==> config.mk <==
export PLATFORM = sky130hd
export DESIGN_NAME = wst_sched
export DESIGN_NICKNAME = d
export VERILOG_FILES = /design/src/inc/wst_pkg.sv /design/src/wst_sched.sv /design/src/wst_eval.sv
export SDC_FILE = /design/constraint.sdc
export NUM_CORES = 1
export LEC_CHECK = 0
export BUFFER_PORTS_ARGS = -buffer_cell sky130_fd_sc_hd__buf_2
export CORE_MARGIN = 2
export CORE_UTILIZATION = 30
export CTS_CLUSTER_SIZE = 12
export DETAILED_ROUTE_END_ITERATION = 8
export GPL_TIMING_DRIVEN = 0
export HOLD_SLACK_MARGIN = 0.12
export PLACE_DENSITY = 0.55
export SYNTH_ARGS = -nofsm -noshare
export SYNTH_HDL_FRONTEND = slang
export SYNTH_HIERARCHICAL = 1
export SYNTH_SLANG_ARGS = --single-unit
==> constraint.sdc <==
create_clock -name clk -period 2.1 [get_ports clk]
set_clock_uncertainty 0.2 [all_clocks]
set_input_delay 0.42 -clock clk [delete_from_list [all_inputs] [get_ports clk]]
set_output_delay 0.42 -clock clk [all_outputs]
set_load 0.03 [all_outputs]
==> src/inc/wst_pkg.sv <==
// Package: register map, field codes and carrier types of the weekly sequence timer scheduler
`default_nettype none
package wst_pkg;
   // Register indices as they appear on the plain register port
   localparam logic [15:0] WST_T3_REF_ADDR    = 16'h3214;
   localparam logic [15:0] WST_T4_START_ADDR  = 16'h3215;
   localparam logic [15:0] WST_T4_STOP_ADDR   = 16'h3216;
   localparam logic [15:0] WST_T4_DAY_ADDR    = 16'h3217;
   localparam logic [15:0] WST_T4_ACT_ADDR    = 16'h3218;
   localparam logic [15:0] WST_T4_REF_ADDR    = 16'h3219;
   localparam logic [15:0] WST_T3_STATE_ADDR  = 16'h3280;
   localparam logic [15:0] WST_T3_ACT_ADDR    = 16'h3281;
   localparam logic [15:0] WST_STATUS_ADDR    = 16'h3282;
   // Reset values
   localparam logic [15:0] WST_REF_RST        = 16'h0000;
   localparam logic [15:0] WST_TIME_RST       = 16'h0000;
   localparam logic [15:0] WST_DAY_RST        = 16'h0000;
   localparam logic [15:0] WST_ACT_RST        = 16'h0000;
   // Time of day in minutes, 24:00 is 1440
   localparam logic [10:0] WST_MIN_PER_DAY    = 11'h5A0;
   // Day selection codes
   localparam logic [3:0]  WST_DAY_OFF        = 4'h0;
   localparam logic [3:0]  WST_DAY_DAILY      = 4'h1;
   localparam logic [3:0]  WST_DAY_WEEKDAYS   = 4'h2;
   localparam logic [3:0]  WST_DAY_WEEKEND    = 4'h3;
   localparam logic [3:0]  WST_DAY_MONDAY     = 4'h4;
   localparam logic [3:0]  WST_DAY_SUNDAY     = 4'hA;
   // Weekday encoding of the calendar: 0 Monday .. 6 Sunday
   localparam logic [2:0]  WST_WD_SATURDAY    = 3'h5;
   // Action codes
   localparam logic [1:0]  WST_ACT_DOUT       = 2'h0;
   localparam logic [1:0]  WST_ACT_RUN        = 2'h1;
   localparam logic [1:0]  WST_ACT_RUN_NOPI   = 2'h2;
   // Reference source top code
   localparam logic [2:0]  WST_REF_MAX        = 3'h6;
   // Multifunction input override function codes
   localparam logic [7:0]  WST_MFI_FN_A       = 8'h0C;
   localparam logic [7:0]  WST_MFI_FN_B       = 8'h0D;
   localparam logic [15:0] WST_FW_MIN_VER     = 16'h03FA;

   // Timer configuration carrier
   typedef struct packed {
      logic [10:0] start_min;   // Start time in minutes
      logic [10:0] stop_min;    // Stop time in minutes
      logic [3:0]  day_sel;     // Day selection code
      logic [1:0]  action;      // Action code
      logic [2:0]  ref_src;     // Reference source code
   } wst_cfg_t;

   // Evaluation result carrier
   typedef struct packed {
      logic       active;       // Timer window and day match
      logic       dout;         // Digital output request
      logic       run;          // Run request
      logic       pi_off;       // PI disable request
      logic       ref_valid;    // Reference selection applies
      logic [2:0] ref_src;      // Selected reference source
   } wst_res_t;
endpackage
`default_nettype wire

==> src/wst_sched.sv <==
// Top of the weekly sequence timer scheduler with register port and drive outputs
//
// Decided for this implementation: the strobed register port.
`default_nettype none
// Behaviour
// [RL1] Software keeps start within day, not after stop
// [RL2] Software keeps stop within day, not before start
// [RL3] Day code selects none, all, weekdays, weekend, single
// [RL4] Action selects output only, run, run without PI
// [RL5] Reference code selects presets, terminals, serial, option
// [RL6] Reference applies only for run actions
// [RL7] Input function 12/13 overrides timer run, newer firmware
// [RL8] Active on matching day, start inclusive, stop exclusive
module wst_sched
   import wst_pkg::*;
(
   input  wire logic        clk,
   input  wire logic        rst_n,
   input  wire logic [15:0] addr,
   input  wire logic [15:0] wdata,
   input  wire logic        wr,
   input  wire logic        rd,
   output logic      [15:0] rdata,
   input  wire logic [10:0] now_min,
   input  wire logic [2:0]  weekday,
   input  wire logic [7:0]  multifunction_input_function,
   input  wire logic        mfi_level,
   input  wire logic [15:0] firmware_version,
   output logic             t4_active,
   output logic             t4_dout,
   output logic             t3_dout,
   output logic             seq_run,
   output logic             seq_pi_off,
   output logic             seq_ref_valid,
   output logic      [2:0]  seq_ref_src
);
   // Configuration registers
   logic [10:0] t4_start_q, t4_start_d;       // Timer 4 start minute
   logic [10:0] t4_stop_q,  t4_stop_d;        // Timer 4 stop minute
   logic [3:0]  t4_day_q,   t4_day_d;         // Timer 4 day code
   logic [1:0]  t4_act_q,   t4_act_d;         // Timer 4 action
   logic [2:0]  t4_ref_q,   t4_ref_d;         // Timer 4 reference source
   logic [2:0]  t3_ref_q,   t3_ref_d;         // Timer 3 reference source
   logic        t3_on_q,    t3_on_d;          // Timer 3 active state, stand-in written over the register port
   logic [1:0]  t3_act_q,   t3_act_d;         // Timer 3 action
   logic [15:0] rdata_q,    rdata_d;          // Read data stage
   wst_res_t    out_q,      out_d;            // Registered drive outputs
   logic        t3dout_q,   t3dout_d;         // Timer 3 digital output
   wst_cfg_t    cfg4;                         // Timer 4 configuration carrier
   wst_res_t    res4;                         // Timer 4 evaluation
   logic        t3_run;                       // Timer 3 run request
   logic        override;                     // Input override active

   // Clamp a written time to the day range
   function automatic logic [10:0] clamp_time(input logic [15:0] v);
      return (v > {5'h00, WST_MIN_PER_DAY}) ? WST_MIN_PER_DAY : v[10:0];
   endfunction
   // Legal action code check, shared by both timers
   function automatic logic act_ok(input logic [15:0] v);
      return v <= {14'h0000, WST_ACT_RUN_NOPI};
   endfunction
   // Legal reference source check, shared by both timers
   function automatic logic ref_ok(input logic [15:0] v);
      return v <= {13'h0000, WST_REF_MAX};
   endfunction
   // Run decode of an action code
   function automatic logic is_run(input logic [1:0] a);
      return (a == WST_ACT_RUN) || (a == WST_ACT_RUN_NOPI);
   endfunction

   // Timer 4 evaluator
   assign cfg4 = '{start_min: t4_start_q, stop_min: t4_stop_q, day_sel: t4_day_q,
                   action: t4_act_q, ref_src: t4_ref_q};
   wst_eval u_eval4 (
      .now_min (now_min),
      .weekday (weekday),
      .cfg     (cfg4),
      .res     (res4)
   );

   // Register write next values
   always_comb begin
      t4_start_d = t4_start_q;
      t4_stop_d  = t4_stop_q;
      t4_day_d   = t4_day_q;
      t4_act_d   = t4_act_q;
      t4_ref_d   = t4_ref_q;
      t3_ref_d   = t3_ref_q;
      t3_on_d    = t3_on_q;
      t3_act_d   = t3_act_q;
      if (wr) begin
         case (addr)
            // Times kept in day range; order is software's duty
            WST_T4_START_ADDR: t4_start_d = clamp_time(wdata); // [RL1]
            WST_T4_STOP_ADDR:  t4_stop_d  = clamp_time(wdata); // [RL2]
            // Out of range codes are ignored
            WST_T4_DAY_ADDR: begin
               if (wdata <= {12'h000, WST_DAY_SUNDAY}) t4_day_d = wdata[3:0]; // [RL3]
            end
            WST_T4_ACT_ADDR: begin
               if (act_ok(wdata)) t4_act_d = wdata[1:0]; // [RL4]
            end
            WST_T4_REF_ADDR: begin
               if (ref_ok(wdata)) t4_ref_d = wdata[2:0]; // [RL5]
            end
            WST_T3_REF_ADDR: begin
               if (ref_ok(wdata)) t3_ref_d = wdata[2:0]; // [RL5]
            end
            // Timer 3 stand-in state and action
            WST_T3_STATE_ADDR: t3_on_d = wdata[0];
            WST_T3_ACT_ADDR: begin
               if (act_ok(wdata)) t3_act_d = wdata[1:0];
            end
            default: ;
         endcase
      end
   end

   // Configuration registers
   always_ff @(posedge clk or negedge rst_n) begin
      if (!rst_n) begin
         t4_start_q <= WST_TIME_RST[10:0];
         t4_stop_q  <= WST_TIME_RST[10:0];
         t4_day_q   <= WST_DAY_RST[3:0];
         t4_act_q   <= WST_ACT_RST[1:0];
         t4_ref_q   <= WST_REF_RST[2:0];
         t3_ref_q   <= WST_REF_RST[2:0];
         t3_on_q    <= 1'b0;
         t3_act_q   <= WST_ACT_RST[1:0];
      end else begin
         t4_start_q <= t4_start_d;
         t4_stop_q  <= t4_stop_d;
         t4_day_q   <= t4_day_d;
         t4_act_q   <= t4_act_d;
         t4_ref_q   <= t4_ref_d;
         t3_ref_q   <= t3_ref_d;
         t3_on_q    <= t3_on_d;
         t3_act_q   <= t3_act_d;
      end
   end

   // Read mux; unmapped addresses read zero
   always_comb begin
      rdata_d = 16'h0000;
      if (rd) begin
         case (addr)
            // Timer 4 settings
            WST_T4_START_ADDR: rdata_d = {5'h00, t4_start_q};
            WST_T4_STOP_ADDR:  rdata_d = {5'h00, t4_stop_q};
            WST_T4_DAY_ADDR:   rdata_d = {12'h000, t4_day_q};
            WST_T4_ACT_ADDR:   rdata_d = {14'h0000, t4_act_q};
            WST_T4_REF_ADDR:   rdata_d = {13'h0000, t4_ref_q};
            // Timer 3 settings and stand-in state
            WST_T3_REF_ADDR:   rdata_d = {13'h0000, t3_ref_q};
            WST_T3_STATE_ADDR: rdata_d = {15'h0000, t3_on_q};
            WST_T3_ACT_ADDR:   rdata_d = {14'h0000, t3_act_q};
            // Live status of the registered outputs
            WST_STATUS_ADDR:   rdata_d = {10'h000, out_q.ref_src, out_q.pi_off,
                                          out_q.run, out_q.active};
            default:           rdata_d = 16'h0000;
         endcase
      end
   end

   // Arbitration of timer run requests and reference selection
   always_comb begin
      // Input function 12 or 13 wins over the timer run on newer firmware
      override = mfi_level && (firmware_version >= WST_FW_MIN_VER)
                 && (multifunction_input_function == WST_MFI_FN_A
                     || multifunction_input_function == WST_MFI_FN_B); // [RL7]
      t3_run   = t3_on_q && is_run(t3_act_q);
      t3dout_d = t3_on_q;
      out_d         = res4;
      out_d.run     = (res4.run || t3_run) && !override; // [RL7]
      out_d.pi_off  = out_d.run && (res4.pi_off || (t3_run && t3_act_q == WST_ACT_RUN_NOPI));
      // Reference applies only with run actions; timer 4 has precedence
      out_d.ref_valid = out_d.run; // [RL6]
      if (res4.run) begin
         out_d.ref_src = t4_ref_q; // [RL6]
      end else if (t3_run) begin
         out_d.ref_src = t3_ref_q; // [RL6]
      end else begin
         out_d.ref_src = 3'h0;
      end
   end

   // Output registers
   always_ff @(posedge clk or negedge rst_n) begin
      if (!rst_n) begin
         rdata_q  <= 16'h0000;
         out_q    <= '0;
         t3dout_q <= 1'b0;
      end else begin
         rdata_q  <= rdata_d;
         out_q    <= out_d;
         t3dout_q <= t3dout_d;
      end
   end

   assign rdata         = rdata_q;
   assign t4_active     = out_q.active;
   assign t4_dout       = out_q.dout;
   assign t3_dout       = t3dout_q;
   assign seq_run       = out_q.run;
   assign seq_pi_off    = out_q.pi_off;
   assign seq_ref_valid = out_q.ref_valid;
   assign seq_ref_src   = out_q.ref_src;
endmodule
`default_nettype wire

==> src/wst_eval.sv <==
// Combinational evaluator of one sequence timer against the calendar
`default_nettype none
module wst_eval
   import wst_pkg::*;
(
   input  wire logic [10:0] now_min,
   input  wire logic [2:0]  weekday,
   input  wire wst_cfg_t    cfg,
   output var wst_res_t     res
);
   // Day match decode
   function automatic logic day_match(input logic [3:0] sel, input logic [2:0] wd);
      logic m;
      m = 1'b0;
      case (sel)
         WST_DAY_OFF:      m = 1'b0;
         WST_DAY_DAILY:    m = 1'b1;
         WST_DAY_WEEKDAYS: m = (wd < WST_WD_SATURDAY);
         WST_DAY_WEEKEND:  m = (wd >= WST_WD_SATURDAY) && (wd <= 3'h6);
         default: begin
            // Single day codes, Monday upward
            if (sel >= WST_DAY_MONDAY && sel <= WST_DAY_SUNDAY) begin
               m = ({1'b0, wd} == 4'(sel - WST_DAY_MONDAY));
            end else begin
               m = 1'b0;
            end
         end
      endcase
      return m;
   endfunction

   logic act; // Active window
   always_comb begin
      // Active when day matches and start <= now < stop
      act = day_match(cfg.day_sel, weekday) && (now_min >= cfg.start_min)
            && (now_min < cfg.stop_min); // [RL8] [RL3]
      res.active    = act;
      res.dout      = act; // [RL4]
      res.run       = act && (cfg.action == WST_ACT_RUN || cfg.action == WST_ACT_RUN_NOPI);
      res.pi_off    = act && (cfg.action == WST_ACT_RUN_NOPI); // [RL4]
      res.ref_valid = res.run; // [RL6]
      res.ref_src   = cfg.ref_src; // [RL5]
   end
endmodule
`default_nettype wire

==> flow_metrics.tcl <==
set metrics [dict create \
    status "finished with violations" \
    violations "setup timing" \
    grt_pass1_vias 3406 \
    leakage_nw 2.28 \
    drt_first_pass_iters 4 \
    dp_hpwl_mm 7.90 \
    required_ns 2.13 \
    cp-end-kind "flip-flop" \
    htreeDepth 2 \
    regArea_mm2 0.00140 \
    grt_max_degree 57 \
    clkTransAtPathRegs_ns 0.07 \
    die_y_um 112 \
    report.final.slew_viol_count 0 \
    worstMarginPinSlew_ns 0.896 \
    fill_cells 1100 \
    ant_nets 0 \
    start_util_pct 30.7 \
    first_iter_violations 177 \
    cts_root_buf "clkbuf_16" \
    nets 607 \
    clockBufferDepth 2 \
    dr_total_vias 3336 \
    drt-total-wl_mm 10.8 \
    numPortBuffers 92 \
    maxCapViolCount 0 \
    post-route-period-util_pct 115 \
    synth.cell_area_mm2 0.00351 \
    io_pins 100 \
    viasPerCell 5.14 \
    ir_worst_vdd_mv 0.418 \
    place_inst 610 \
    setup_viol 43 \
    wl_met1_mm 4.54 \
    cp-startpoint "t4_stop_q[8]$_DFFE_PN0P_" \
    ff2ff_path_depth 10 \
    syn_avg_cell_area_um2 9.46 \
    hold_viol 0 \
    fin_ws_ns -0.307 \
    path_class "reg2reg" \
    clk_latency_ns 0.29 \
    period_minus_slack_ns 2.41 \
    drc 0 \
    instances_no_fill 649 \
    multi_input_area_mm2 0.00240 \
    die_w_um 112 \
    rsz0062_at_grt "yes" \
    final_util_pct 45.4 \
    synth_cells 371 \
    crit_fanout 6 \
    crit_arrival_ns 2.43 \
    reg2reg_slack_ns -0.31 \
    r2r_end "seq_pi_off$_DFF_PN0_" \
    top_layer_used "met4" \
    cts.sinks 56 \
    cts_tree "done" \
    drive_above_1_share_pct 47.2 \
    overflow 0 \
    wl_met2_mm 5.52 \
    yosysWarnings 6 \
    timing.slew.headroom_pct 40.2 \
    post_drt_wl_per_cell_um 16.6 \
    cts-buffers-inserted 5 \
    core_area_mm2 0.0114 \
    grt_use_total_pct 16.8 \
    antenna_found_initial 0 \
    fmax_mhz 415 \
    crit_path_end "seq_pi_off$_DFF_PN0_" \
    powerDensity_mw_per_mm2 455 \
    num_rows 39 \
    met3_length_um 607 \
    hold_class "in2reg" \
    areaGrowthSynthToFinish_pct 47.8 \
    antenna_cells 0 \
    reg2reg_from "t4_stop_q[8]$_DFFE_PN0P_" \
    worstSetupStartpointType "flip-flop" \
    gp_congestion 0.810 \
    grt_pass1_wl_mm 17.1 \
    die_area_mm2 0.0126 \
]
## worst min-delay path by stage
| stage | to | from | cells after the start | slack, ns |
|---|---|---|---|---|
| after detailed placement | t3_dout$_DFF_PN0_ | t3_on_q$_DFFE_PN0P_ | 0 | 0.22 |
| after global placement | t3_dout$_DFF_PN0_ | t3_on_q$_DFFE_PN0P_ | 0 | 0.20 |
| after floorplan | rdata[0]$_DFF_PN0_ | rst_n | 0 | -0.08 |
| after global routing | t4_start_q[4]$_DFFE_PN0P_ | wdata[4] | 3 | 0.23 |
| after CTS | t4_start_q[4]$_DFFE_PN0P_ | wdata[4] | 3 | 0.22 |
| final | t4_start_q[4]$_DFFE_PN0P_ | wdata[4] | 3 | 0.23 |
## power by group
part | switching (mW) | internal (mW) | total (mW)
logic | 0.167 | 0.133 | 0.299
clock network | 0.383 | 0.598 | 0.981
registers | 0.000128 | 1.08 | 1.08
total | 0.550 | 1.81 | 2.36
## cell type report
type | instances | share of cell area [%]
clock inverter | 2 | 0.748
buffer | 19 | 3.26
sequential | 56 | 27.0
multi-input combinational | 273 | 46.3
tap | 143 | 3.45
inverter | 26 | 1.88
clock buffer | 6 | 2.68
timing repair buffer | 124 | 14.7
## critical path: stages (launching register included)
cell and delay [ns]:
dfrtp_1 0.40, inv_2 0.07, ha_4 0.21, a21oi_4 0.13, o22ai_2 0.10, a2111oi_4 0.34
o31ai_4 0.17, nor4b_2 0.24, buf_4 0.18, o22a_1 0.16, nor2b_1 0.13
## what timing repair did
item                                   in CTS  in global routing
pin swaps                                  26                 15
buffers inserted                           17                 11
endpoints found under the hold margin       0                 56
setup endpoints to repair                  40                 55
resized for setup                          82                 44
hold buffers                                0                  1
cloned                                      3                  1
## stage by stage
stage	setup slack [ns]	cell area, um2	setup TNS, ns	power (mW)	hold WS, ns
6_report	-0.307	5190	-5.47	2.36	0.227
5_1_grt	-0.454	5190	-8.02	2.44	0.234
4_1_cts	-0.321	4930	-6.46	2.35	0.222
3_5_place_dp	-0.601	4300	-21.89	1.36	0.224
3_3_place_gp	-0.599	4300	-21.47	1.35	0.204
2_1_floorplan	-0.306	3660	-3.73	1.21	-0.0756
## placed cells by master (no fill, tap or decap), types with 9 or more instances in the layout
cell and instances:
mux2_4 14, inv_1 22, a21oi_1 10, nand2_1 38
ha_1 21, buf_4 33, buf_6 13, o21ai_0 17
a22oi_1 9, buf_2 88, nor2_1 12, dfrtp_1 56
## metal layers
metal,vias up,track usage (%)
met2,97,28.9
met3,10,2.54
met1,1643,22.4
met5,-,0
li1,1586,-
met4,0,4.07
## registers in the layout, summed over array words and instances (netlist names)
name and count:
rdata 11, t4_start_q 11, t4_stop_q 11, t4_day_q 4, seq_ref_src 3, t3_ref_q 3
t4_ref_q 3, t3_act_q 2, t4_act_q 2, seq_pi_off 1, seq_ref_valid 1, t3_dout 1
t3_on_q 1, t4_active 1, t4_dout 1
No activity file was read; power rests on OpenSTA's default activity.
